`src/icr_consts.svh`:
```
`ifndef ICR_CONSTS_SVH
`define ICR_CONSTS_SVH
// Framing
`define FLAG_BYTE   8'h7E
`define CRC_POLY    8'h07
`define CRC_INIT    8'h00
`define BODY_LAST   3'h5
`define TX_LAST     3'h7
// Message object numbers
`define OBJ_STATUS  4'h0
`define OBJ_SYSCFG  4'h1
`define OBJ_GETPAR  4'h6
`define OBJ_SETPAR  4'h7
// Status selectors and fill
`define SEL_STATE   8'h00
`define SEL_LOAD    8'h01
`define FILL_BYTE   8'hFF
// Object 1 command words
`define CMD_UNLOCK  16'h0000
`define CMD_RESET   16'h0001
`define CMD_STATIC  16'h0002
`define CMD_BOOT    16'h00BD
`define CMD_BAUD    16'h0100
`define CMD_COH_EN  16'h0200
`define CMD_COH_DIS 16'h0201
`define CMD_COH_SET 16'h0202
`define CMD_FLOAD   16'h0300
`define CMD_FSAVE   16'h0301
`define CMD_FERASE  16'h0302
`define VAL_OFF     16'h0000
`define VAL_ON      16'h0001
`define BOOT_CFG    16'h32CD
`define BOOT_LDR    16'hA25D
`define UNLOCK_MAX  16'h0002
// Baud word is bps/100; default 1 Mbps
`define BAUD_DEF    16'h2710
`define ERR_LIMIT   3'h3
`define STATIC_APP  8'h00
// AXI4-Lite register map
`define AXI_AW      6
`define REG_CTRL    6'h00
`define REG_STAT    6'h04
`define REG_BAUD    6'h08
`define REG_SEQ     6'h0C
`define REG_FILE    6'h10
`define REG_CNT     6'h14
`define RESP_OKAY   2'h0
`define RESP_DECERR 2'h3
`define FILE_PEND   31
`endif

```
`src/icr_pkg.sv`:
```
package icr_pkg;
	// Link frame fields between the flags, check byte excluded
	typedef struct packed {
		logic [1:0] seq;
		logic [1:0] res;
		logic [3:0] obj;
		logic [7:0] d0;
		logic [7:0] d1;
		logic [7:0] d2;
		logic [7:0] d3;
	} icr_frame_t;
	// Live status sampled for object 0 replies
	typedef struct packed {
		logic [7:0]  motor_state_number;
		logic [7:0]  power_factor_state_number;
		logic [15:0] exe_time;
		logic [15:0] cpu_load;
	} icr_status_t;
	typedef enum logic [4:0] {
		ST_HUNT = 5'b00001,
		ST_BODY = 5'b00010,
		ST_TAIL = 5'b00100,
		ST_EXEC = 5'b01000,
		ST_SEND = 5'b10000
	} icr_state_t;
	typedef enum logic [2:0] {
		MODE_APP  = 3'b001,
		MODE_CFG  = 3'b010,
		MODE_BOOT = 3'b100
	} icr_mode_t;
endpackage

```
`src/icr_responder.sv`:
```
// Implementation choices: the AXI4-Lite register port and the address map.
`timescale 1ns/1ps
`include "icr_consts.svh"
module icr_responder import icr_pkg::*; #(
	parameter int APP_W = 2, // Function group id bits kept
	parameter int IDX_W = 4  // Parameter index bits kept
) (
	input  wire logic              CLK,           // System clock
	input  wire logic              RST_N,         // Sync reset, low
	input  wire logic              RX_VALID,      // Received byte strobe
	input  wire logic [7:0]        RX_BYTE,       // Received byte
	input  wire logic              RX_FRAME_ERR,  // Framing error pulse
	input  wire logic              TX_READY,      // Transmitter takes byte
	output logic                   TX_VALID,      // Byte offered
	output logic [7:0]             TX_BYTE,       // Byte to send
	input  wire icr_status_t       STATUS_IN,     // Live status words
	output logic [15:0]            BAUD_DIV,      // Baud word, bps/100
	output icr_mode_t              BOOT_MODE,     // Selected boot mode
	output logic                   STATIC_WR_EN,  // Static writes allowed
	output logic                   COHERENT_EN,   // Coherent handling on
	output logic                   COH_APPLY,     // Apply pulse
	output logic                   RESET_REQ,     // Self reset pulse
	input  wire logic [`AXI_AW-1:0] S_AXI_AWADDR, // Write address
	input  wire logic              S_AXI_AWVALID, // Write address valid
	output logic                   S_AXI_AWREADY, // Write address ready
	input  wire logic [31:0]       S_AXI_WDATA,   // Write data
	input  wire logic [3:0]        S_AXI_WSTRB,   // Byte enables
	input  wire logic              S_AXI_WVALID,  // Write data valid
	output logic                   S_AXI_WREADY,  // Write data ready
	output logic [1:0]             S_AXI_BRESP,   // Write response
	output logic                   S_AXI_BVALID,  // Write response valid
	input  wire logic              S_AXI_BREADY,  // Write response ready
	input  wire logic [`AXI_AW-1:0] S_AXI_ARADDR, // Read address
	input  wire logic              S_AXI_ARVALID, // Read address valid
	output logic                   S_AXI_ARREADY, // Read address ready
	output logic [31:0]            S_AXI_RDATA,   // Read data
	output logic [1:0]             S_AXI_RRESP,   // Read response
	output logic                   S_AXI_RVALID,  // Read data valid
	input  wire logic              S_AXI_RREADY   // Read data ready
);
	localparam int PAR_N = 1 << (APP_W + IDX_W);

	// ==========================================================
	// Helpers
	function automatic logic [7:0] crc8(input logic [39:0] msg);
		logic [7:0] c;
		c = `CRC_INIT;
		for (int i = 39; i >= 0; i--) begin
			c = (c[7] ^ msg[i]) ? ({c[6:0], 1'b0} ^ `CRC_POLY) : {c[6:0], 1'b0};
		end
		return c;
	endfunction

	function automatic logic reg_known(input logic [`AXI_AW-1:0] a);
		return a == `REG_CTRL || a == `REG_STAT || a == `REG_BAUD ||
			a == `REG_SEQ || a == `REG_FILE || a == `REG_CNT;
	endfunction

	// ==========================================================
	// State
	icr_state_t       st_q;              // Link sequencer
	logic [2:0]       cnt_q;             // Byte counter
	logic [47:0]      body_q;            // Header, data, check
	logic [55:0]      tx_buf_q;          // Bytes still to send
	logic [1:0]       seq_q;             // Expected command seq
	logic [1:0]       tx_seq_q;          // Response seq
	logic [1:0]       unlock_q;          // Unprotect allowance
	logic [2:0]       err_q;             // Framing error count
	logic [15:0]      file_arg_q;        // File command value
	logic [1:0]       file_op_q;         // File command code
	logic             file_pend_q;       // File request pending
	logic [15:0]      ok_cnt_q;          // Accepted frames
	logic [15:0]      drop_cnt_q;        // Discarded frames
	logic             link_en_q;         // Software link enable
	logic [15:0]      par_q [PAR_N];     // Parameter store
	logic             rst_int;           // Power or self reset
	// Exec decode
	icr_frame_t       fr;                // Received fields
	icr_frame_t       resp;              // Reply fields
	logic [15:0]      cmd_w;             // Object 1 command
	logic [15:0]      val_w;             // Object 1 value
	logic             frame_ok;          // Frame passes checks
	logic             exec;              // Frame executes now
	logic             cfg;               // Object 1 executes
	logic             unlocked;          // Allowance open
	logic             self_rst;          // Reset command taken
	logic [15:0]      par_rd;            // Addressed parameter
	logic [APP_W+IDX_W-1:0] par_idx;     // Store index
	// AXI
	logic [`AXI_AW-1:0] awaddr_q;        // Held write address
	logic [31:0]      wdata_q;           // Held write data
	logic [3:0]       wstrb_q;           // Held byte enables
	logic             aw_got_q;          // Address held
	logic             w_got_q;           // Data held
	logic             aw_got_d;          // Next address held
	logic             w_got_d;           // Next data held
	logic             bvalid_d;          // Next response valid
	logic             rvalid_d;          // Next read valid
	logic             wr_fire;           // Write performed
	logic             ar_take;           // Read accepted
	logic [`AXI_AW-1:0] wa;              // Aligned write address
	logic [`AXI_AW-1:0] ra;              // Aligned read address

	assign rst_int = !RST_N || RESET_REQ;

	// ==========================================================
	// Frame decode and reply build
	always_comb begin
		fr = icr_frame_t'(body_q[47:8]);
		cmd_w = {fr.d1, fr.d0};
		val_w = {fr.d3, fr.d2};
		frame_ok = link_en_q && crc8(body_q[47:8]) == body_q[7:0]
			&& fr.seq == seq_q
			&& (fr.obj == `OBJ_STATUS || fr.obj == `OBJ_SYSCFG ||
			fr.obj == `OBJ_GETPAR || fr.obj == `OBJ_SETPAR);
		exec = st_q == ST_EXEC && frame_ok;
		cfg = exec && fr.obj == `OBJ_SYSCFG;
		unlocked = unlock_q != 2'h0;
		self_rst = cfg && cmd_w == `CMD_RESET && val_w == `VAL_OFF && unlocked;
		par_idx = {fr.d0[APP_W-1:0], fr.d1[IDX_W-1:0]};
		par_rd = par_q[par_idx];
		resp = fr;
		resp.seq = tx_seq_q;
		resp.res = 2'h0;
		if (fr.obj == `OBJ_STATUS) begin
			if (fr.d0 == `SEL_STATE) begin
				resp.d0 = STATUS_IN.motor_state_number;
				resp.d1 = STATUS_IN.power_factor_state_number;
				resp.d2 = `FILL_BYTE;
				resp.d3 = `FILL_BYTE;
			end else if (fr.d0 == `SEL_LOAD) begin
				{resp.d1, resp.d0} = STATUS_IN.exe_time;
				{resp.d3, resp.d2} = STATUS_IN.cpu_load;
			end else begin
				// Unknown selector answers zeros
				{resp.d0, resp.d1, resp.d2, resp.d3} = {2{`VAL_OFF}};
			end
		end else if (fr.obj == `OBJ_GETPAR) begin
			{resp.d3, resp.d2} = par_rd;
		end
	end

	// ==========================================================
	// Receive, execute, transmit sequencer
	always_ff @(posedge CLK) begin
		if (rst_int) begin
			st_q <= ST_HUNT;
			cnt_q <= 3'h0;
			body_q <= '0;
			tx_buf_q <= '0;
			tx_seq_q <= 2'h0;
			TX_VALID <= 1'b0;
			TX_BYTE <= 8'h00;
		end else begin
			unique case (st_q)
				ST_HUNT: begin // Wait for opening flag
					if (RX_VALID && RX_BYTE == `FLAG_BYTE) begin
						st_q <= ST_BODY;
						cnt_q <= 3'h0;
					end
				end
				ST_BODY: begin // Six bytes between flags
					if (RX_VALID) begin
						body_q <= {body_q[39:0], RX_BYTE};
						cnt_q <= cnt_q + 3'h1;
						if (cnt_q == `BODY_LAST)
							st_q <= ST_TAIL;
					end
				end
				ST_TAIL: begin // Closing flag or drop
					if (RX_VALID)
						st_q <= (RX_BYTE == `FLAG_BYTE) ? ST_EXEC : ST_HUNT;
				end
				ST_EXEC: begin
					if (exec && !self_rst) begin
						st_q <= ST_SEND;
						cnt_q <= 3'h0;
						TX_VALID <= 1'b1;
						TX_BYTE <= `FLAG_BYTE;
						tx_buf_q <= {resp, crc8(resp), `FLAG_BYTE};
						tx_seq_q <= tx_seq_q + 2'h1;
					end else begin
						st_q <= ST_HUNT;
					end
				end
				ST_SEND: begin // Incoming bytes ignored here
					if (TX_READY) begin
						cnt_q <= cnt_q + 3'h1;
						TX_BYTE <= tx_buf_q[55:48];
						tx_buf_q <= {tx_buf_q[47:0], 8'h00};
						if (cnt_q == `TX_LAST) begin
							TX_VALID <= 1'b0;
							st_q <= ST_HUNT;
						end
					end
				end
				default: st_q <= ST_HUNT;
			endcase
		end
	end

	// ==========================================================
	// Self reset pulse, only power reset clears it
	always_ff @(posedge CLK) begin
		if (!RST_N)
			RESET_REQ <= 1'b0;
		else
			RESET_REQ <= self_rst;
	end

	// ==========================================================
	// Boot mode survives self reset
	always_ff @(posedge CLK) begin
		if (!RST_N) begin
			BOOT_MODE <= MODE_APP;
		end else if (cfg && unlocked && cmd_w == `CMD_BOOT) begin
			if (val_w == `BOOT_CFG)
				BOOT_MODE <= MODE_CFG;
			else if (val_w == `BOOT_LDR)
				BOOT_MODE <= MODE_BOOT;
		end
	end

	// ==========================================================
	// Configuration state changed by object 1 and software
	always_ff @(posedge CLK) begin
		if (rst_int) begin
			seq_q <= 2'h0;
			unlock_q <= 2'h0;
			STATIC_WR_EN <= 1'b0;
			COHERENT_EN <= 1'b0;
			COH_APPLY <= 1'b0;
			BAUD_DIV <= `BAUD_DEF;
			err_q <= 3'h0;
			file_arg_q <= 16'h0000;
			file_op_q <= 2'h0;
			file_pend_q <= 1'b0;
			ok_cnt_q <= 16'h0000;
			drop_cnt_q <= 16'h0000;
		end else begin
			COH_APPLY <= cfg && cmd_w == `CMD_COH_SET;
			if (exec) begin
				seq_q <= seq_q + 2'h1;
				ok_cnt_q <= ok_cnt_q + 16'h0001;
			end else if (st_q == ST_EXEC) begin
				drop_cnt_q <= drop_cnt_q + 16'h0001;
			end else if (wr_fire && wa == `REG_SEQ && wstrb_q[0]) begin
				seq_q <= wdata_q[1:0];
			end
			if (cfg) begin
				if (cmd_w == `CMD_UNLOCK) begin
					if (val_w <= `UNLOCK_MAX)
						unlock_q <= val_w[1:0];
				end else if (unlocked) begin
					unlock_q <= unlock_q - 2'h1;
				end
				if (unlocked && cmd_w == `CMD_STATIC) begin
					if (val_w == `VAL_ON)
						STATIC_WR_EN <= 1'b1;
					else if (val_w == `VAL_OFF)
						STATIC_WR_EN <= 1'b0;
				end
				if (cmd_w == `CMD_BAUD)
					BAUD_DIV <= val_w;
				if (cmd_w == `CMD_COH_EN)
					COHERENT_EN <= 1'b1;
				if (cmd_w == `CMD_COH_DIS)
					COHERENT_EN <= 1'b0;
			end
			// Framing errors past the limit restore default baud
			if (RX_FRAME_ERR) begin
				if (err_q == `ERR_LIMIT) begin
					BAUD_DIV <= `BAUD_DEF;
					err_q <= 3'h0;
				end else begin
					err_q <= err_q + 3'h1;
				end
			end else if (exec) begin
				err_q <= 3'h0;
			end
			// File request latch; a new request wins over clear
			if (cfg && (cmd_w == `CMD_FLOAD || cmd_w == `CMD_FSAVE ||
				cmd_w == `CMD_FERASE)) begin
				file_op_q <= cmd_w[1:0];
				file_arg_q <= val_w;
				file_pend_q <= 1'b1;
			end else if (wr_fire && wa == `REG_FILE && wstrb_q[3] &&
				wdata_q[`FILE_PEND]) begin
				file_pend_q <= 1'b0;
			end
		end
	end

	// ==========================================================
	// Software link enable
	always_ff @(posedge CLK) begin
		if (rst_int)
			link_en_q <= 1'b1;
		else if (wr_fire && wa == `REG_CTRL && wstrb_q[0])
			link_en_q <= wdata_q[0];
	end

	// ==========================================================
	// Parameter store, one word per entry
	for (genvar g = 0; g < PAR_N; g++) begin : g_par
		always_ff @(posedge CLK) begin
			if (!RST_N)
				par_q[g] <= 16'h0000;
			else if (exec && fr.obj == `OBJ_SETPAR && par_idx == g &&
				(fr.d0 != `STATIC_APP || STATIC_WR_EN))
				par_q[g] <= val_w;
		end
	end

	// ==========================================================
	// AXI4-Lite handshake bookkeeping
	always_comb begin
		wa = {awaddr_q[`AXI_AW-1:2], 2'b00};
		ra = {S_AXI_ARADDR[`AXI_AW-1:2], 2'b00};
		wr_fire = aw_got_q && w_got_q && !S_AXI_BVALID;
		aw_got_d = !wr_fire && (aw_got_q || (S_AXI_AWVALID && S_AXI_AWREADY));
		w_got_d = !wr_fire && (w_got_q || (S_AXI_WVALID && S_AXI_WREADY));
		bvalid_d = wr_fire || (S_AXI_BVALID && !S_AXI_BREADY);
		ar_take = S_AXI_ARVALID && S_AXI_ARREADY;
		rvalid_d = ar_take || (S_AXI_RVALID && !S_AXI_RREADY);
	end

	// ==========================================================
	// AXI write channels
	always_ff @(posedge CLK) begin
		if (!RST_N) begin
			aw_got_q <= 1'b0;
			w_got_q <= 1'b0;
			awaddr_q <= '0;
			wdata_q <= 32'h0000_0000;
			wstrb_q <= 4'h0;
			S_AXI_AWREADY <= 1'b0;
			S_AXI_WREADY <= 1'b0;
			S_AXI_BVALID <= 1'b0;
			S_AXI_BRESP <= `RESP_OKAY;
		end else begin
			aw_got_q <= aw_got_d;
			w_got_q <= w_got_d;
			if (S_AXI_AWVALID && S_AXI_AWREADY)
				awaddr_q <= S_AXI_AWADDR;
			if (S_AXI_WVALID && S_AXI_WREADY) begin
				wdata_q <= S_AXI_WDATA;
				wstrb_q <= S_AXI_WSTRB;
			end
			S_AXI_AWREADY <= !aw_got_d && !bvalid_d;
			S_AXI_WREADY <= !w_got_d && !bvalid_d;
			S_AXI_BVALID <= bvalid_d;
			if (wr_fire)
				S_AXI_BRESP <= reg_known(wa) ? `RESP_OKAY : `RESP_DECERR;
		end
	end

	// ==========================================================
	// AXI read channels
	always_ff @(posedge CLK) begin
		if (!RST_N) begin
			S_AXI_ARREADY <= 1'b0;
			S_AXI_RVALID <= 1'b0;
			S_AXI_RDATA <= 32'h0000_0000;
			S_AXI_RRESP <= `RESP_OKAY;
		end else begin
			S_AXI_ARREADY <= !rvalid_d;
			S_AXI_RVALID <= rvalid_d;
			if (ar_take) begin
				S_AXI_RRESP <= reg_known(ra) ? `RESP_OKAY : `RESP_DECERR;
				unique case (ra)
					`REG_CTRL: S_AXI_RDATA <= {31'h0, link_en_q};
					`REG_STAT: S_AXI_RDATA <= {21'h0, err_q, unlock_q,
						COHERENT_EN, STATIC_WR_EN, 1'b0, BOOT_MODE};
					`REG_BAUD: S_AXI_RDATA <= {16'h0000, BAUD_DIV};
					`REG_SEQ:  S_AXI_RDATA <= {28'h0, tx_seq_q, seq_q};
					`REG_FILE: S_AXI_RDATA <= {file_pend_q, 13'h0, file_op_q,
						file_arg_q};
					`REG_CNT:  S_AXI_RDATA <= {drop_cnt_q, ok_cnt_q};
					default:   S_AXI_RDATA <= 32'h0000_0000;
				endcase
			end
		end
	end
endmodule

```
`config.mk`:
```
export PLATFORM = sky130hd
export DESIGN_NAME = icr_responder
export DESIGN_NICKNAME = d
export VERILOG_FILES = /design/src/icr_pkg.sv /design/src/icr_responder.sv
export VERILOG_INCLUDE_DIRS = /design/src
export SDC_FILE = /design/constraint.sdc
export NUM_CORES = 2
export LEC_CHECK = 0
export BUFFER_PORTS_ARGS = -buffer_cell sky130_fd_sc_hd__buf_2
export CELL_PAD_IN_SITES_DETAIL_PLACEMENT = 1
export CELL_PAD_IN_SITES_GLOBAL_PLACEMENT = 2
export CORE_MARGIN = 3
export CORE_UTILIZATION = 39
export DETAILED_ROUTE_END_ITERATION = 8
export GPL_ROUTABILITY_DRIVEN = 1
export GPL_TIMING_DRIVEN = 1
export PLACE_DENSITY_LB_ADDON = 0.1
export REMOVE_ABC_BUFFERS = 1
export SYNTH_ARGS = -nofsm -noshare
export SYNTH_HDL_FRONTEND = slang
export SYNTH_SLANG_ARGS = --single-unit
```
`constraint.sdc`:
```
create_clock -name CLK -period 5.79 [get_ports CLK]
set_input_delay 1.4475 -clock CLK [delete_from_list [all_inputs] [get_ports CLK]]
set_output_delay 1.4475 -clock CLK [all_outputs]
set_load 0.02 [all_outputs]
```
# After elaboration in Yosys (flattened, before gate mapping)
# Memory sizes are Yosys's and may differ from the RTL's. A register that Yosys moved wholly into a read port is not among the register bits.
# Cells that the tools add are included.
# totals
reg_bits	290
mem_bits_rw	1024
inputBits	114
mem_count	1
# op_classes
n_eq_ne	110
bitwise_logic	219
add_sub_neg	7
n_reduce_logical	223
magnitude_cmp	1
muxes	392
# memory_table
name	words	width	rd	rd_clocked_by_memory_dff	wr	line_no	source
par_q	64	16	1	1	64	icr_responder.sv:75	logic [15:0] par_q [PAR_N];
# ops
cell	count
2-to-1 mux 16 bit	71
2-to-1 mux 3 bit	89
NOT 3 bit	78
2-to-1 mux 1 bit	202
== test 6 bit, second input constant	32
one-hot mux 32 bit (6 select lines)	1
logical AND 1 bit	162
2-to-1 mux 56 bit	2
one-hot mux 56 bit (2 select lines)	1
== test 16 x 10 -> 1 bit, second input constant	6
== test 6 x 5 -> 1 bit, second input constant	16
XOR 1 bit	68
2-to-1 mux 32 bit	2
bitwise OR 1 bit	64
== test 6 x 4 -> 1 bit, second input constant	8
2-to-1 mux 5 bit	7
adder 16 x 1 -> 16 bit, second input constant	2
== test 16 x 1 -> 1 bit, second input constant	2
logical NOT 16 bit	2
one-hot mux 5 bit (5 select lines)	1
== test 4 x 3 -> 1 bit, second input constant	6
== test 6 x 3 -> 1 bit, second input constant	4
logical OR 1 bit	21
logical NOT 6 bit	3
other kinds (46)	102

# Logic depth before layout (Yosys ltp)
# logic_depth
depth_word	92
ltp_mapped	19
depth_no_buf	14

# Worst setup path before layout
# No wires, ideal clock.
# synth_path
kind	flip-flop to flip-flop
start	reg body_q[40]
end	mem par_q[48][0] (enable)
t_arrival_ps	5060
setup_slack_ps	319
n_path_buf	2
period_less_slack_ps	5471
setup_time_ps	411
path_stages_with_launch	15
path_cell_list	dfxtp_1 -> buf_2 -> xor3_1 -> xnor2_1 -> xnor3_1 -> xnor3_2 -> xor3_2 -> xnor3_1 -> mux2i_1 -> nand3_1 -> nor2_1 -> and3_1 -> nand3_1 -> clkbuf_1 -> o21ai_0
# synth_rtl
item	line_no	source
start: declaration	icr_responder.sv:63	logic [47:0] body_q;
start signal: assignment	icr_responder.sv:164	body_q <= {body_q[39:0], RX_BYTE};
end: declaration	icr_responder.sv:75	

==> results_dict.tcl <==
set metrics [dict create \
    run_status "complete, no violations" \
    finalWirelength_mm 216 \
    grt.total_usage 0.276 \
    slew-limit-headroom 0.233 \
    r2r-end "par_q[47][8]" \
    routabilityCongestion 0.858 \
    ir_worst_vdd_mv 0.263 \
    grt_pass1_vias 41900 \
    path_max_fanout 16 \
    cts_root_buffer "clkbuf_16" \
    ioPinCount 187 \
    start_util 0.396 \
    cp-start-kind "flop" \
    finalCritPeriodShare 0.987 \
    antenna_left 0 \
    yosysWarnings 0 \
    synth_edf_count 1024 \
    drt_iter0_markers 3813 \
    path_clk_slew_ns 0.06 \
    die_area_um2 156000 \
    p_leak_nw 21.6 \
    grt_pass1_wl_mm 311 \
    hold_viol 0 \
    rows 141 \
    async_reset_ff_frac 0 \
    cp_data_required_time_ns 6.43 \
    vias_per_cell 5.78 \
    path_class "flop to flop" \
    die_x_um 394 \
    utilization 0.455 \
    power_density_nw_per_um2 307 \
    synth-seq-area-share 0.609 \
    area_growth_pct 15.1 \
    final.setup.tns_ns 0 \
    ys_types 77 \
    fmax_mhz 175 \
    synthTopCellsByArea "edfxtp_1 52%, mux4_2 11%, dfxtp_1 8.6%" \
    antenna_found_initial 8 \
    synth_area_per_cell_um2 12.2 \
    crit_path_end_kind "flop" \
    crit_arrival_ns 6.36 \
    post-cts-setup-buffers 0 \
    cts_sinks 1278 \
    synthTopCellsByCount "1214 x nor2_1, 1024 x edfxtp_1, 572 x nand2_1" \
    dr.pass1.iters 6 \
    setup_viol 0 \
    clk_latency_ns 0.82 \
    yosysTopAreaCellShare 0.523 \
    r2r-start "body_q[42]" \
    critPathCapture "par_q[47][8]" \
    overflow 0 \
    wl_per_cell_um 30.4 \
    synth-seq-cells 1278 \
    syn_area_um2 58800 \
    ff2ff_path_depth 15 \
    ctsResizeCount 0 \
    io_buffers 151 \
    post-synth-top-count-cell "nor2_1" \
    rsz0062_at_grt "yes" \
    layout.nets 5119 \
    fin_worst_skew_ns 0.0349 \
    core_um2 149000 \
    reg2reg_slack_ns 0.07 \
    placed_cell_area_um2 63100 \
    total_power_mw 20.8 \
    cts_tree "done" \
    drive_gt1_frac 0.201 \
    tightest_slew_ns 1.15 \
    hpwl_mm 145 \
    cts_hold_buf 0 \
    yosys.area.top_type "edfxtp_1" \
    hold_class "flop to flop" \
    fin_crit_ns 5.72 \
    synth_cells 4819 \
    min-delay-start "tx_buf_q[37]" \
    h-tree-depth 4 \
    cts_made_buffers 150 \
    drc 0 \
    vias 41100 \
    stdcell_area_um2 67700 \
    max-cap-violations 0 \
    hold_slack_ns 0.451 \
    ctsLongestPathBuffers 3 \
    crit_path_start "body_q[42]" \
    synthFlopType "edfxtp_1" \
    finalMaxSlewViolations 0 \
    die_y_um 394 \
    grt_max_degree 103 \
]
==> how the worst min path moves through the flow <==
stage | to | cells past startpoint | slack [ns]
after floorplan | tx_buf_q[6] | 2 | 0.42
after global placement | tx_buf_q[6] | 2 | 0.43
after detailed placement | tx_buf_q[46] | 2 | 0.45
after CTS | tx_buf_q[44] | 2 | 0.45
after global routing | tx_buf_q[27] | 2 | 0.47
final | tx_buf_q[37] | 2 | 0.45
==> critical path: stages, from the launching register on <==
cell,delay [ns]
dfxtp_1,0.53
inv_1,0.08
ha_1,0.34
xor2_1,0.35
xnor2_1,0.21
xnor2_1,0.36
xnor3_1,0.52
xnor3_1,0.38
or2_2,0.30
mux2i_1,0.26
nand4_2,0.31
nor2_2,0.41
and3_1,0.22
buf_4,0.35
nand2_1,0.60
nor2_1,0.29
==> flip-flops by register name (all words and copies together) (netlist names), 3 cells and up, named ones only <==
signal and count:
par_q 1024, tx_buf_q 49, body_q 48, S_AXI_RDATA 32, BAUD_DIV 16, drop_cnt_q 16, file_arg_q 16, ok_cnt_q 16
TX_BYTE 8, st_q 5, awaddr_q 4, BOOT_MODE 3, cnt_q 3, err_q 3, wdata_q 3
==> through the flow <==
stage | worst slack [ns] | cells
after floorplan | -6.26 | 4422
after global placement | 0.271 | 6846
after detailed placement | 0.0836 | 6846
after CTS | 0.0564 | 7117
after global routing | -0.227 | 7117
final | 0.0733 | 7118
==> cells by family after synthesis <==
kind of cell	Yosys count	share of synthesized area
and+or+nand+nor	2093	0.146
DFF	1278	0.609
AOI/OAI and AO/OA	450	0.0476
buffers and inverters	411	0.0300
muxes	394	0.128
xor gates and xnor gates	184	0.0370
adders and majority gates	9	0.00191
==> layer usage <==
metal / global-route usage / part of all wire
met4: 0.0869 / 0.033
met1: 0.382 / 0.43
met2: 0.449 / 0.48
met5: 0 / 0.00012
met3: 0.0420 / 0.065
==> layout make-up <==
cell class	count	area, um2
clock buffers	203	4050
diodes	1	2.50
clock inverters	68	563
fillers	15400	81000
multi-input cells	3130	21600
flip-flops and latches	1278	35900
well taps	2002	2500
inverters	14	52.6
repair buffers	422	3110
==> layout by cell type (no fill, tap or decap), drive strengths merged, types with 78 or more instances in the layout <==
master / n
clkbuf: 203
nand3: 78
dfxtp: 254
mux2i: 98
a21oi: 156
nor2: 1215
edfxtp: 1024
nand2: 583
o21ai: 108
xnor2: 98
buf: 422
mux4: 286
==> where the power goes <==
group	switching, mW	internal [mW]	total (mW)
clock	3.99	5.11	9.10
combinational	0.751	0.518	1.27
sequential	0.126	10.3	10.4
No activity file was read; power rests on OpenSTA's default activity.
